--- src/hw/sdlsr_pkg.sv ---
// Package: offsets, field positions and reset values of the SerDes lane register bank
package sdlsr_pkg;
  localparam int unsigned ADDR_W = 12;
  localparam logic [ADDR_W-1:0] SERDES_BASE = 12'h800;
  localparam logic [ADDR_W-1:0] OFS_TXRX_STAT = 12'h000;
  localparam logic [ADDR_W-1:0] OFS_OUT_STAT = 12'h004;
  localparam logic [ADDR_W-1:0] OFS_RX_OVRD = 12'h008;
  localparam logic [ADDR_W-1:0] OFS_DBG_CTL = 12'h00c;
  localparam logic [ADDR_W-1:0] OFS_PM_CTL = 12'h02c;
  localparam logic [ADDR_W-1:0] OFS_EC_CTL = 12'h030;
  localparam logic [ADDR_W-1:0] OFS_SCOPE_FI = 12'h034;
  localparam logic [ADDR_W-1:0] OFS_CLK_STAT = 12'h420;
  localparam logic [ADDR_W-1:0] OFS_CLK_OVRD = 12'h428;
  // Lane status field positions
  localparam int unsigned LOS_LSB = 28;
  localparam int unsigned EQ_LSB = 21;
  localparam int unsigned ALIGN_BIT = 19;
  localparam int unsigned HALF_BIT = 16;
  localparam int unsigned BOOST_LSB = 6;
  // Fixed reserved levels of the lane status register
  localparam logic [1:0] STAT_TOP_RSV = 2'h1;
  localparam logic [5:0] STAT_MID_RSV = 6'h20;
  // Defaults of the power-up control inputs
  localparam logic [3:0] BOOST_RST = 4'hb;
  localparam logic [2:0] EQ_RST = 3'h2;
  // Output status / tx override fields
  localparam int unsigned OVRD_BIT = 31;
  localparam int unsigned OUT_BOOST_LSB = 22;
  localparam int unsigned OUT_LOS_BIT = 2;
  // Rx override fields
  localparam int unsigned OVRD2_BIT = 14;
  localparam int unsigned RXO_LOS_LSB = 12;
  localparam int unsigned RXO_EQ_LSB = 5;
  localparam int unsigned RXO_ALIGN_BIT = 3;
  localparam int unsigned RXO_HALF_BIT = 0;
  localparam logic [31:0] OUT_STAT_RST = 32'h0000_0000;
  localparam logic [31:0] RX_OVRD_RST = 32'h0000_101e;
  localparam logic [31:0] PLAIN_RST = 32'h0000_0000;
endpackage

--- src/hw/sdlsr_sync.sv ---
// Two-flop synchroniser for a bus of levels
`timescale 1ns/1ps
module sdlsr_sync #(
  parameter int unsigned W = 1
) (
  input wire logic mclk,
  input wire logic rst_n,
  input wire logic [W-1:0] d,
  output logic [W-1:0] q
);
  logic [W-1:0] meta;
  always_ff @(posedge mclk or negedge rst_n) begin
    if (!rst_n) begin
      meta <= '0;
      q <= '0;
    end else begin
      meta <= d;
      q <= meta;
    end
  end
endmodule

--- src/hw/sdlsr_reg.sv ---
// Software-writable 32-bit register with a per-bit write mask
`timescale 1ns/1ps
module sdlsr_reg #(
  parameter logic [31:0] RST = 32'h0000_0000,
  parameter logic [31:0] WMASK = 32'hffff_ffff
) (
  input wire logic mclk,
  input wire logic rst_n,
  input wire logic we,
  input wire logic [31:0] wdata,
  output logic [31:0] q
);
  always_ff @(posedge mclk or negedge rst_n) begin
    if (!rst_n) begin
      q <= RST;
    end else if (we) begin
      q <= (wdata & WMASK) | (q & ~WMASK);
    end
  end
endmodule

--- src/hw/sdlsr_top.sv ---
// SerDes lane control and status register bank
// Behaviour
// - Registers decode at base 0x800 plus their offset.
// - Lane registers at 0x000-0x00c,0x02c-0x034; clock-module at 0x420, 0x428.
// - Lane status shows power-up levels of the SerDes control inputs.
// - With overrides in use, affected lane status fields are not valid.
// - Loss-of-signal filter mode read-only in bits 29:28.
// - Half-rate setting read-only in bit 16.
// - Transmit boost read-only in bits 9:6, reset 0b1011.
//
// The address-and-strobe port was chosen for this implementation.
`timescale 1ns/1ps
module sdlsr_top (
  input wire logic mclk,
  input wire logic rstn,
  input wire logic [11:0] addr,
  input wire logic [31:0] wdata,
  input wire logic wr,
  input wire logic rd,
  output logic [31:0] rdata,
  input wire logic [1:0] signal_loss_filter_mode,
  input wire logic [2:0] receive_equaliser_setting,
  input wire logic align_enable,
  input wire logic half_rate,
  input wire logic [3:0] tx_boost,
  input wire logic serdes_los,
  input wire logic [31:0] clk_level_status,
  output logic [1:0] filter_mode_out,
  output logic [2:0] rx_eq_out,
  output logic align_en_out,
  output logic half_rate_out,
  output logic [3:0] tx_boost_out,
  output logic status_valid,
  output logic access_error
);
  logic rst_meta;
  logic rst_n;
  always_ff @(posedge mclk or negedge rstn) begin
    if (!rstn) begin
      rst_meta <= 1'b0;
      rst_n <= 1'b0;
    end else begin
      rst_meta <= 1'b1;
      rst_n <= rst_meta;
    end
  end

  // SerDes control inputs and status pins come from outside mclk
  logic [10:0] pin_sync;
  logic [31:0] clk_lvl_sync;
  logic los_sync;
  sdlsr_sync #(.W(11)) u_sync_ctl (
    .mclk(mclk),
    .rst_n(rst_n),
    .d({signal_loss_filter_mode, receive_equaliser_setting, align_enable, half_rate, tx_boost}),
    .q(pin_sync)
  );
  sdlsr_sync #(.W(33)) u_sync_stat (
    .mclk(mclk),
    .rst_n(rst_n),
    .d({serdes_los, clk_level_status}),
    .q({los_sync, clk_lvl_sync})
  );

  // Power-up levels caught once, after reset release
  logic [1:0] cap_los;
  logic [2:0] cap_eq;
  logic cap_align;
  logic cap_half;
  logic [3:0] cap_boost;
  logic [1:0] cap_cnt;
  logic cap_done;
  always_ff @(posedge mclk or negedge rst_n) begin
    if (!rst_n) begin
      cap_cnt <= 2'h0;
      cap_done <= 1'b0;
      cap_los <= 2'h0;
      cap_eq <= sdlsr_pkg::EQ_RST;
      cap_align <= 1'b0;
      cap_half <= 1'b0;
      cap_boost <= sdlsr_pkg::BOOST_RST;
    end else if (!cap_done) begin
      cap_cnt <= cap_cnt + 2'h1;
      if (cap_cnt == 2'h3) begin
        cap_done <= 1'b1;
        {cap_los, cap_eq, cap_align, cap_half, cap_boost} <= pin_sync;
      end
    end
  end

  // absolute decode at base plus offset
  wire in_space = addr[11] == 1'b1;
  wire [11:0] ofs = addr - sdlsr_pkg::SERDES_BASE;
  wire hit_stat = in_space && ofs == sdlsr_pkg::OFS_TXRX_STAT;
  wire hit_out = in_space && ofs == sdlsr_pkg::OFS_OUT_STAT;
  wire hit_rxo = in_space && ofs == sdlsr_pkg::OFS_RX_OVRD;
  wire hit_dbg = in_space && ofs == sdlsr_pkg::OFS_DBG_CTL;
  wire hit_pm = in_space && ofs == sdlsr_pkg::OFS_PM_CTL;
  wire hit_ec = in_space && ofs == sdlsr_pkg::OFS_EC_CTL;
  wire hit_fi = in_space && ofs == sdlsr_pkg::OFS_SCOPE_FI;
  wire hit_cks = in_space && ofs == sdlsr_pkg::OFS_CLK_STAT;
  wire hit_cko = in_space && ofs == sdlsr_pkg::OFS_CLK_OVRD;
  wire hit_any = hit_stat | hit_out | hit_rxo | hit_dbg | hit_pm | hit_ec | hit_fi | hit_cks | hit_cko;

  logic [31:0] out_reg;
  logic [31:0] rxo_reg;
  logic [31:0] dbg_reg;
  logic [31:0] pm_reg;
  logic [31:0] ec_reg;
  logic [31:0] fi_reg;
  logic [31:0] cko_reg;
  // Bit 2 and 1:0 of output status are hardware-owned
  sdlsr_reg #(.RST(sdlsr_pkg::OUT_STAT_RST), .WMASK(32'hffff_fff8)) u_out (
    .mclk(mclk),
    .rst_n(rst_n),
    .we(wr && hit_out),
    .wdata(wdata),
    .q(out_reg)
  );
  // Bits 31:15 of rx override are read-only
  sdlsr_reg #(.RST(sdlsr_pkg::RX_OVRD_RST), .WMASK(32'h0000_7fff)) u_rxo (
    .mclk(mclk),
    .rst_n(rst_n),
    .we(wr && hit_rxo),
    .wdata(wdata),
    .q(rxo_reg)
  );
  // Plain registers: no hardware-owned bits
  sdlsr_reg #(.RST(sdlsr_pkg::PLAIN_RST)) u_dbg (
    .mclk(mclk),
    .rst_n(rst_n),
    .we(wr && hit_dbg),
    .wdata(wdata),
    .q(dbg_reg)
  );
  sdlsr_reg #(.RST(sdlsr_pkg::PLAIN_RST)) u_pm (
    .mclk(mclk),
    .rst_n(rst_n),
    .we(wr && hit_pm),
    .wdata(wdata),
    .q(pm_reg)
  );
  sdlsr_reg #(.RST(sdlsr_pkg::PLAIN_RST)) u_ec (
    .mclk(mclk),
    .rst_n(rst_n),
    .we(wr && hit_ec),
    .wdata(wdata),
    .q(ec_reg)
  );
  sdlsr_reg #(.RST(sdlsr_pkg::PLAIN_RST)) u_fi (
    .mclk(mclk),
    .rst_n(rst_n),
    .we(wr && hit_fi),
    .wdata(wdata),
    .q(fi_reg)
  );
  sdlsr_reg #(.RST(sdlsr_pkg::PLAIN_RST)) u_cko (
    .mclk(mclk),
    .rst_n(rst_n),
    .we(wr && hit_cko),
    .wdata(wdata),
    .q(cko_reg)
  );

  wire tx_ovrd = out_reg[sdlsr_pkg::OVRD_BIT];
  wire rx_ovrd = rxo_reg[sdlsr_pkg::OVRD2_BIT];

  wire [1:0] f_los = cap_los;
  wire [2:0] f_eq = cap_eq;
  wire f_align = cap_align;
  wire f_half = cap_half;
  wire [3:0] f_boost = cap_boost;

  // reserved bits show fixed hardware levels
  wire [31:0] stat_word = {sdlsr_pkg::STAT_TOP_RSV, f_los, 4'h0, f_eq, 1'b0, f_align, 2'h0, f_half,
                           sdlsr_pkg::STAT_MID_RSV, f_boost, 6'h00};
  // Live output status: los pin folded into the hardware-owned bit
  wire [31:0] out_word = {out_reg[31:3], los_sync, 2'h0};

  wire [31:0] next_rdata = hit_stat ? stat_word :
                           hit_out ? out_word :
                           hit_rxo ? rxo_reg :
                           hit_dbg ? dbg_reg :
                           hit_pm ? pm_reg :
                           hit_ec ? ec_reg :
                           hit_fi ? fi_reg :
                           hit_cks ? clk_lvl_sync :
                           hit_cko ? cko_reg : 32'h0000_0000;

  // effective settings follow the override when enabled
  wire [3:0] next_boost = tx_ovrd ? out_reg[sdlsr_pkg::OUT_BOOST_LSB +: 4] : f_boost;
  wire [1:0] next_los = rx_ovrd ? rxo_reg[sdlsr_pkg::RXO_LOS_LSB +: 2] : f_los;
  wire [2:0] next_eq = rx_ovrd ? rxo_reg[sdlsr_pkg::RXO_EQ_LSB +: 3] : f_eq;
  wire next_align = rx_ovrd ? rxo_reg[sdlsr_pkg::RXO_ALIGN_BIT] : f_align;
  wire next_half = rx_ovrd ? rxo_reg[sdlsr_pkg::RXO_HALF_BIT] : f_half;
  // status no longer trusted once any override is on
  wire next_valid = cap_done && !tx_ovrd && !rx_ovrd;
  // unmapped accesses flagged, reads return zero
  wire next_err = (rd || wr) && !hit_any;

  always_ff @(posedge mclk or negedge rst_n) begin
    if (!rst_n) begin
      rdata <= 32'h0000_0000;
      access_error <= 1'b0;
    end else begin
      rdata <= rd ? next_rdata : 32'h0000_0000;
      access_error <= next_err;
    end
  end

  always_ff @(posedge mclk or negedge rst_n) begin
    if (!rst_n) begin
      tx_boost_out <= sdlsr_pkg::BOOST_RST;
      filter_mode_out <= 2'h0;
      rx_eq_out <= sdlsr_pkg::EQ_RST;
      align_en_out <= 1'b0;
      half_rate_out <= 1'b0;
      status_valid <= 1'b0;
    end else begin
      tx_boost_out <= next_boost;
      filter_mode_out <= next_los;
      rx_eq_out <= next_eq;
      align_en_out <= next_align;
      half_rate_out <= next_half;
      status_valid <= next_valid;
    end
  end

  stat_ro_a: assert property (@(posedge mclk) disable iff (!rst_n)
    (wr && hit_stat) |=> $stable(stat_word))
    else $error("lane status changed by a write");

  boost_field_a: assert property (@(posedge mclk) disable iff (!rst_n)
    (rd && hit_stat) |=> rdata[9:6] == $past(cap_boost))
    else $error("boost field misplaced");

  eq_field_a: assert property (@(posedge mclk) disable iff (!rst_n)
    (rd && hit_stat) |=> rdata[23:21] == $past(cap_eq) && rdata[19] == $past(cap_align))
    else $error("equaliser or align field misplaced");

  half_field_a: assert property (@(posedge mclk) disable iff (!rst_n)
    (rd && hit_stat) |=> rdata[16] == $past(cap_half) && rdata[29:28] == $past(cap_los))
    else $error("half-rate or loss filter field misplaced");

  rsv_fixed_a: assert property (@(posedge mclk) disable iff (!rst_n)
    (rd && hit_stat) |=> rdata[31:30] == 2'h1 && rdata[15:10] == 6'h20 && rdata[5:0] == 6'h00)
    else $error("reserved bits not fixed");

  base_decode_a: assert property (@(posedge mclk) disable iff (!rst_n)
    (rd && addr == 12'h800) |=> !access_error && rdata[31:30] == 2'h1)
    else $error("base address not decoded");

  clk_offs_a: assert property (@(posedge mclk) disable iff (!rst_n)
    (rd && (addr == 12'hc20 || addr == 12'hc28 || addr == 12'h82c)) |=> !access_error)
    else $error("mapped offset flagged");

  ovrd_invalid_a: assert property (@(posedge mclk) disable iff (!rst_n)
    (tx_ovrd || rx_ovrd) |=> !status_valid)
    else $error("status valid under override");

  ovrd_follow_a: assert property (@(posedge mclk) disable iff (!rst_n)
    tx_ovrd |=> tx_boost_out == $past(out_reg[25:22]))
    else $error("boost override not applied");

  capture_once_a: assert property (@(posedge mclk) disable iff (!rst_n)
    cap_done |=> $stable(cap_boost) && $stable(cap_eq) && cap_done)
    else $error("power-up levels recaptured");

  capture_time_a: assert property (@(posedge mclk) disable iff (!rst_n)
    (!cap_done && cap_cnt == 2'h3) |=> cap_done && {cap_los, cap_eq, cap_align, cap_half, cap_boost} == $past(pin_sync))
    else $error("power-up levels not captured");

  boost_default_a: assert property (@(posedge mclk) disable iff (!rst_n)
    !tx_ovrd |=> tx_boost_out == $past(cap_boost))
    else $error("boost output not the captured level");

  rx_default_a: assert property (@(posedge mclk) disable iff (!rst_n)
    !rx_ovrd |=> filter_mode_out == $past(cap_los) && rx_eq_out == $past(cap_eq))
    else $error("receive outputs not the captured levels");

  rx_follow_a: assert property (@(posedge mclk) disable iff (!rst_n)
    rx_ovrd |=> filter_mode_out == $past(rxo_reg[13:12]) && rx_eq_out == $past(rxo_reg[7:5]))
    else $error("receive override not applied");

  rx_bits_a: assert property (@(posedge mclk) disable iff (!rst_n)
    rx_ovrd |=> align_en_out == $past(rxo_reg[3]) && half_rate_out == $past(rxo_reg[0]))
    else $error("align or half-rate override not applied");

  valid_rise_a: assert property (@(posedge mclk) disable iff (!rst_n)
    (cap_done && !tx_ovrd && !rx_ovrd) |=> status_valid)
    else $error("status not valid without override");

  below_base_a: assert property (@(posedge mclk) disable iff (!rst_n)
    (rd && !addr[11]) |=> access_error && rdata == 32'h0000_0000)
    else $error("address below base decoded");

  unmapped_err_a: assert property (@(posedge mclk) disable iff (!rst_n)
    (rd && !hit_any) |=> access_error && rdata == 32'h0000_0000)
    else $error("unmapped read not flagged");

  err_idle_a: assert property (@(posedge mclk) disable iff (!rst_n)
    !(rd || wr) |=> !access_error)
    else $error("error flag without access");

  unmapped_wr_a: assert property (@(posedge mclk) disable iff (!rst_n)
    (wr && !hit_any) |=> $stable(dbg_reg) && $stable(pm_reg) && $stable(cko_reg) && $stable(out_reg))
    else $error("unmapped write changed a register");

  lane_offs_a: assert property (@(posedge mclk) disable iff (!rst_n)
    (rd && (hit_dbg || hit_pm || hit_ec || hit_fi)) |=> !access_error)
    else $error("lane register offset flagged");

  cks_read_a: assert property (@(posedge mclk) disable iff (!rst_n)
    (rd && hit_cks) |=> rdata == $past(clk_lvl_sync))
    else $error("clock status read wrong");

  cko_read_a: assert property (@(posedge mclk) disable iff (!rst_n)
    (rd && hit_cko) |=> rdata == $past(cko_reg))
    else $error("clock override read wrong");

  out_los_a: assert property (@(posedge mclk) disable iff (!rst_n)
    (rd && hit_out) |=> rdata[2] == $past(los_sync) && rdata[1:0] == 2'h0)
    else $error("output status hardware bits wrong");

  rdata_idle_a: assert property (@(posedge mclk) disable iff (!rst_n)
    !rd |=> rdata == 32'h0000_0000)
    else $error("read data not zero when idle");

  write_lands_a: assert property (@(posedge mclk) disable iff (!rst_n)
    (wr && hit_dbg) |=> dbg_reg == $past(wdata))
    else $error("plain register write lost");

  rxo_write_a: assert property (@(posedge mclk) disable iff (!rst_n)
    (wr && hit_rxo) |=> rxo_reg[14:0] == $past(wdata[14:0]) && rxo_reg[31:15] == $past(rxo_reg[31:15]))
    else $error("rx override write mask wrong");
endmodule

--- config.mk ---
export PLATFORM = sky130hd
export DESIGN_NAME = sdlsr_top
export DESIGN_NICKNAME = d
export VERILOG_FILES = /design/src/hw/sdlsr_pkg.sv /design/src/hw/sdlsr_sync.sv /design/src/hw/sdlsr_reg.sv /design/src/hw/sdlsr_top.sv
export SDC_FILE = /design/constraint.sdc
export NUM_CORES = 1
export LEC_CHECK = 0
export BUFFER_PORTS_ARGS = -buffer_cell sky130_fd_sc_hd__buf_4
export CORE_MARGIN = 2
export CORE_UTILIZATION = 50
export CTS_BUF_LIST = sky130_fd_sc_hd__clkbuf_4 sky130_fd_sc_hd__clkbuf_8 sky130_fd_sc_hd__clkbuf_16
export DETAILED_ROUTE_END_ITERATION = 6
export PLACE_DENSITY = 0.74
export SYNTH_ARGS = -nofsm -noshare
export SYNTH_HDL_FRONTEND = slang
export SYNTH_HIERARCHICAL = 1
export SYNTH_SLANG_ARGS = --single-unit
--- constraint.sdc ---
create_clock -name mclk -period 25.4 [get_ports mclk]
set_clock_uncertainty 0.15 [all_clocks]
set_input_delay 1.27 -clock mclk [delete_from_list [all_inputs] [get_ports mclk]]
set_output_delay 1.27 -clock mclk [all_outputs]
set_load 0.01 [all_outputs]
==> results of run 1 <==
## through the flow
step | instances | cell area [um^2]
global placement | 1599 | 16800
finish | 1669 | 18000
global route | 1668 | 18000
detailed placement | 1599 | 16800
floorplan | 1146 | 15900
CTS | 1668 | 18000
## worst max-delay path, cell delays in order
cell	delay [ns]
buf_4	0.17
nor4_4	0.90
nand3_2	0.70
nor3_2	0.88
buf_4	0.60
mux2_2	0.40
## layout by cell type (no fill, tap or decap), types with 2 or more instances in the layout
cell type and count:
mux2i_1 46, o221a_2 9, clkbuf_16 41, o22a_1 14, a21boi_0 3, o21ai_0 81, nand3b_1 3, nor2_4 4
o22ai_1 27, a211oi_1 13, or3_1 2, and3b_1 2, nor3b_1 4, nor2b_1 3, a21oi_1 99, mux2_2 72
nor3_2 3, a21boi_1 10, nand2b_1 2, clkinv_2 5, conb_1 18, and3_1 2, o21ai_1 8, nand3_2 2
nand2_1 22, nand3_1 19, buf_4 152, clkbuf_8 5, nor2_1 14, nor3_1 4, dfrtp_1 339, a31oi_1 2
mux2_4 170, o221a_1 4, dfstp_2 13, inv_1 3, clkbuf_4 14
## state kept, by name, indices dropped and copies added (netlist names), 2 cells and up
| register | count |
|---|---|
| cap_los | 2 |
| u_rxo/q | 15 |
| u_sync_ctl/q | 11 |
| rx_eq_out | 3 |
| u_sync_ctl/meta | 11 |
| cap_cnt | 2 |
| rdata | 32 |
| u_out/q | 29 |
| u_fi/q | 32 |
| u_sync_stat/q | 33 |
| u_dbg/q | 32 |
| cap_eq | 3 |
| u_cko/q | 32 |
| filter_mode_out | 2 |
| u_sync_stat/meta | 33 |
| u_ec/q | 32 |
| u_pm/q | 32 |
| tx_boost_out | 4 |
| cap_boost | 4 |
## final timing paths
path,depth (start not counted),slack (ns),endpoint,from
min in group asynchronous,1,0.29,u_sync_stat/q[28],rst_n
setup reg to reg,3,22.40,u_dbg/q[13],rst_n
setup / recovery,6,20.69,u_dbg/q[31],addr[4]
max in group asynchronous,3,22.40,u_dbg/q[13],rst_n
hold reg to reg,0,0.19,u_sync_stat/q[24],u_sync_stat/meta[24]
hold / removal,0,0.19,u_sync_stat/q[24],u_sync_stat/meta[24]
## power by group through the flow
stage	combinational [mW]	sequential, mW	clock, mW
2_1_floorplan	0.0274	0.595	0
3_3_place_gp	0.0631	0.588	0
3_5_place_dp	0.0645	0.588	0
4_1_cts	0.0651	0.578	0.562
5_1_grt	0.0708	0.579	0.590
6_report	0.0649	0.578	0.553
## final cells by class
cell class | count | area share
diodes | 1 | 0.000139
flip-flops and latches | 353 | 0.491
repair buffers | 154 | 0.0649
inverters | 3 | 0.000624
clock buffers | 60 | 0.0665
clock inverters | 8 | 0.00395
well taps | 402 | 0.0279
multi-input cells | 688 | 0.345
## metal layers
layer | track usage | wire (um)
met1 | 0.329 | 16600
met2 | 0.370 | 17800
met3 | 0.0542 | 2920
met4 | 0.0871 | 1310
met5 | 0 | 0
==> metrics.md, run 1 <==
| Metric | Value |
|---|---|
| Combinational share of power | `0.054` |
| Slew HR | `0.216` |
| Worst-path clk slew | `0.06 ns` |
| P_sw | `263 uW` |
| Crit path time final | `4.71 ns` |
| Total GRT Usage | `0.238` |
| Final HPWL DP | `23.4 mm` |
| Power Density | `66.3 nW/um^2` |
| Critical path data required time | `25.65 ns` |
| Input/output buffers | `136` |
| Dpl ws | `20.37 ns` |
| Drt pass-1 iters | `5` |
| IO Pins | `137` |
| Pins Over Slew Limit | `0` |
| Number of global-route vias before repair | `10400` |
| RSZ-0062 raised after global routing | `no` |
| Fill cells | `2500` |
| Area of the multi-input gates | `6220 um^2` |
| VDD IR max | `0.0000437 V` |
| 1st-iter DRT viols | `810` |
| WS Path Type | `input port to flop` |
| Sequential share of power | `0.483` |
| Sequential standard cell area | `8850 um^2` |
| # setup viols final | `0` |
| Vias per inst | `5.87` |
| Via count | `9797` |
| Worst-Skew Late Latency | `0.53 ns` |
| Cells resized by post-CTS repair | `0` |
| Status | `finished, final reports clean` |
| Post-CTS Setup Repair Bufs | `0` |
| Fmax | `212 MHz` |
| Min-delay worst type | `flop to flop` |
| Synth Area per Inst | `14.0 um^2` |
| Leakage | `8.31 nW` |
| Syn Inst Count | `1130` |
| Synth warnings | `6` |
| Clock power frac | `0.463` |
| CTS Buf Count | `38` |
| Chip width | `182 um` |
| Antenna-violating nets left | `0` |
| CP Launch Type | `input port` |
| CTS Root Cell | `clkbuf_16` |
| Final worst-path cycle share | `0.185` |
| Grt ovf | `0` |
| Placement Rows | `65` |
| Worst slew pin tran | `1.18 ns` |
| Crit-path max FO | `25` |
| Die Area | `33100 um^2` |
| CP arrival | `4.96 ns` |
| Finished Core Util | `0.575` |
| First-pass GRT wire length | `60.9 mm` |
| Area Growth Syn to Fin | `14.0%` |
| Cell Int Power | `933 uW` |
| Core Box Area | `31400 um^2` |
| Fin. Hold Viols | `0` |
| Worst Setup Slack, final | `20.69 ns` |
| WL final | `38.7 mm` |
| Post-synth design cell area | `15800 um^2` |
| Max_cap viols | `0` |
| DRC viols | `0` |
| Clk buf depth | `3` |
| Clock Sinks | `353` |
| WL/cell | `23.2 um` |
| PnR Total Power | `1.20 mW` |
| Critical Path Sink Type | `flop` |
| Nets | `1331` |
| Htree depth | `2` |
| Layout cell share with drive strength beyond 1 | `0.400` |
| Initial Utilization | `0.504` |
| Initial antenna violation count | `1` |
| Largest net degree at the start of global routing | `198` |
| Height of the die | `182 um` |
| Hold WS | `0.186 ns` |
| Switching Share | `0.220` |
| Hold-fix buffers at CTS | `1` |
| Clock tree from TritonCTS | `built` |
| Final setup TNS | `0 ns` |
| GPL Wtd Cong | `0.903` |
Note: power is estimated with default switching activity, not from simulation.
==> run 2, diff against run 1 <==
- ABC_AREA: default -> 1
- clock period: 25.4 -> 4.5 ns (I/O delays scaled with it)
==> run 2 against run 1 <==
Against the previous run: total power increased to 5.5 times the previous value; clock power increased to 5.5 times the previous value; synthesized area decreased by 4.2%; register-to-register slack got worse by 20 ns; sequential power increased to 5.7 times the previous value; sequential share of layout area increased by 0.13 points; wire length decreased by 2.4%; synthesized cell count increased by 49%; count of clock-buffer cells in the layout decreased by 3; utilization increased by 3.1 points; critical path depth increased by 5; critical path type unchanged; largest cell class unchanged; largest power group unchanged.
==> metrics.md, run 2 <==
| Metric | Value |
|---|---|
| Final HPWL DP | `24.7 mm` |
| Core Box Area | `29700 um^2` |
| Total GRT Usage | `0.247` |
| Post-synth design cell area | `15200 um^2` |
| GPL Wtd Cong | `0.861` |
| 1st-iter DRT viols | `1103` |
| Height of the die | `178 um` |
| Max_cap viols | `0` |
| Hold-fix buffers at CTS | `81` |
| Min-delay worst type | `input port to flop` |
| RR Endpoint | `u_dbg/q[21]` |
| Initial antenna violation count | `0` |
| Leakage | `9.55 nW` |
| VDD IR max | `0.000251 V` |
| CP arrival | `2.73 ns` |
| Crit path time final | `2.42 ns` |
| Cell Int Power | `5.18 mW` |
| # setup viols final | `0` |
| Layout Cells excl Fill | `2290` |
| Post-CTS Setup Repair Bufs | `0` |
| P_sw | `1.42 mW` |
| R2r setup slk | `2.75 ns` |
| Final worst-path cycle share | `0.538` |
| WL final | `37.8 mm` |
| Number of global-route vias before repair | `11800` |
| WS Path Type | `input port to flop` |
| Htree depth | `2` |
| CTS Buf Count | `37` |
| Worst-path clk slew | `0.06 ns` |
| Critical path data required time | `4.81 ns` |
| CP Launch Type | `input port` |
| Die Area | `31700 um^2` |
| Drt pass-1 iters | `7` |
| Sequential share of power | `0.496` |
| Largest net degree at the start of global routing | `91` |
| Finished Core Util | `0.605` |
| Syn Inst Count | `1689` |
| Synth Area per Inst | `8.98 um^2` |
| Clock Sinks | `353` |
| Power Density | `367 nW/um^2` |
| Commonest cells after routing, fill and taps aside | `nand2_1, dfrtp_1, buf_4` |
| Min-delay src | `addr[2]` |
| Status | `finished, final reports clean` |
| R2R depth | `1` |
| Nets | `1966` |
| CTS Root Cell | `clkbuf_16` |
| Fin. Hold Viols | `0` |
| Grt ovf | `0` |
| Antenna-violating nets left | `0` |
| DRC viols | `0` |
| Input/output buffers | `136` |
| IO Pins | `137` |
| Chip width | `178 um` |
| Hold Path End | `rdata[31]` |
| Critical Path Sink Type | `flop` |
| Clock power frac | `0.462` |
| Cells resized by post-CTS repair | `0` |
| Layout cell share with drive strength beyond 1 | `0.186` |
| Switching Share | `0.215` |
| Fmax | `413 MHz` |
| Vias per inst | `5.09` |
| WHS Path Cells | `5` |
| Reg-to-Reg Start | `rst_n` |
| Placement Rows | `63` |
| Worst slew pin tran | `1.04 ns` |
| Biggest regs | `u_sync_stat/meta x33, u_sync_stat/q x33` |
| Slew HR | `0.304` |
| Worst-Skew Late Latency | `0.52 ns` |
| RSZ-0062 raised after global routing | `no` |
| Via count | `11700` |
| Area Growth Syn to Fin | `18.7%` |
| Combinational share of power | `0.042` |
| Crit-path max FO | `32` |
| Placed instance count | `2143` |
| Initial Utilization | `0.510` |
| Clock tree from TritonCTS | `built` |
| Pins Over Slew Limit | `0` |
| First-pass GRT wire length | `60.7 mm` |
| Clk buf depth | `3` |
| WL/cell | `16.5 um` |
| Final setup TNS | `0 ns` |
| Most common cell after layout, fill and taps aside | `nand2_1` |
| Synth warnings | `6` |
| Ant. Diodes | `0` |
run 2: layer usage:
| layer | GRT usage | share of wire | vias up | routed length, um |
|---|---|---|---|---|
| met3 | 0.0367 | 0.061 | 113 | 2290 |
| met4 | 0.108 | 0.040 | 0 | 1520 |
| met2 | 0.419 | 0.49 | 417 | 18500 |
| met5 | 0 | 0 | - | 0 |
| met1 | 0.316 | 0.41 | 5559 | 15500 |
| li1 | - | - | 5573 | - |
run 2: critical path: stages:
cell,delay [ns]
buf_4,0.12
nor2_2,0.14
nand2_1,0.11
nor2_4,0.15
nand2_2,0.46
nor2_2,0.33
inv_2,0.28
nor2_2,0.43
buf_4,0.30
nand2_1,0.09
nand2_1,0.08
run 2: area by class of cell:
cell class / count / area, um^2
Fill cell: 2494 / 11700
Sequential cell: 353 / 8850
Multi-Input combinational cell: 1183 / 5130
Tap cell: 390 / 488
Clock buffer: 57 / 1150
Inverter: 63 / 282
Timing Repair Buffer: 235 / 2000
Clock inverter: 9 / 80.1
run 2: power by group through the flow:
| stage | logic [mW] | registers, mW | clock network [mW] |
|---|---|---|---|
| final | 0.280 | 3.27 | 3.05 |
| after global routing | 0.307 | 3.28 | 3.24 |
| after CTS | 0.281 | 3.27 | 3.09 |
| after detailed placement | 0.224 | 3.33 | 0 |
| after global placement | 0.222 | 3.33 | 0 |
| after floorplan | 0.0478 | 3.36 | 0 |
run 2: worst max path at each step:
stage               startpoint            to  slack (ns)  depth (start not counted)
floorplan                rst_n  access_error        0.87                          0
global placement       addr[7]   u_dbg/q[18]        1.66                         11
detailed placement     addr[7]   u_dbg/q[13]        1.59                         11
CTS                    addr[7]   u_dbg/q[13]        2.12                         11
global route           addr[7]   u_dbg/q[12]        1.79                         11
finish                 addr[7]   u_dbg/q[13]        2.08                         11
run 2: metrics by stage:
step | power, mW | cell area (um^2) | hold slack [ns] | setup slack [ns]
final | 6.60 | 18000 | 0.0825 | 2.08
after global routing | 6.82 | 18000 | 0.112 | 1.79
after CTS | 6.65 | 18000 | 0.0867 | 2.12
after detailed placement | 3.56 | 16000 | -0.141 | 1.59
after global placement | 3.55 | 16000 | -0.142 | 1.66
after floorplan | 3.40 | 15200 | -0.221 | 0.871
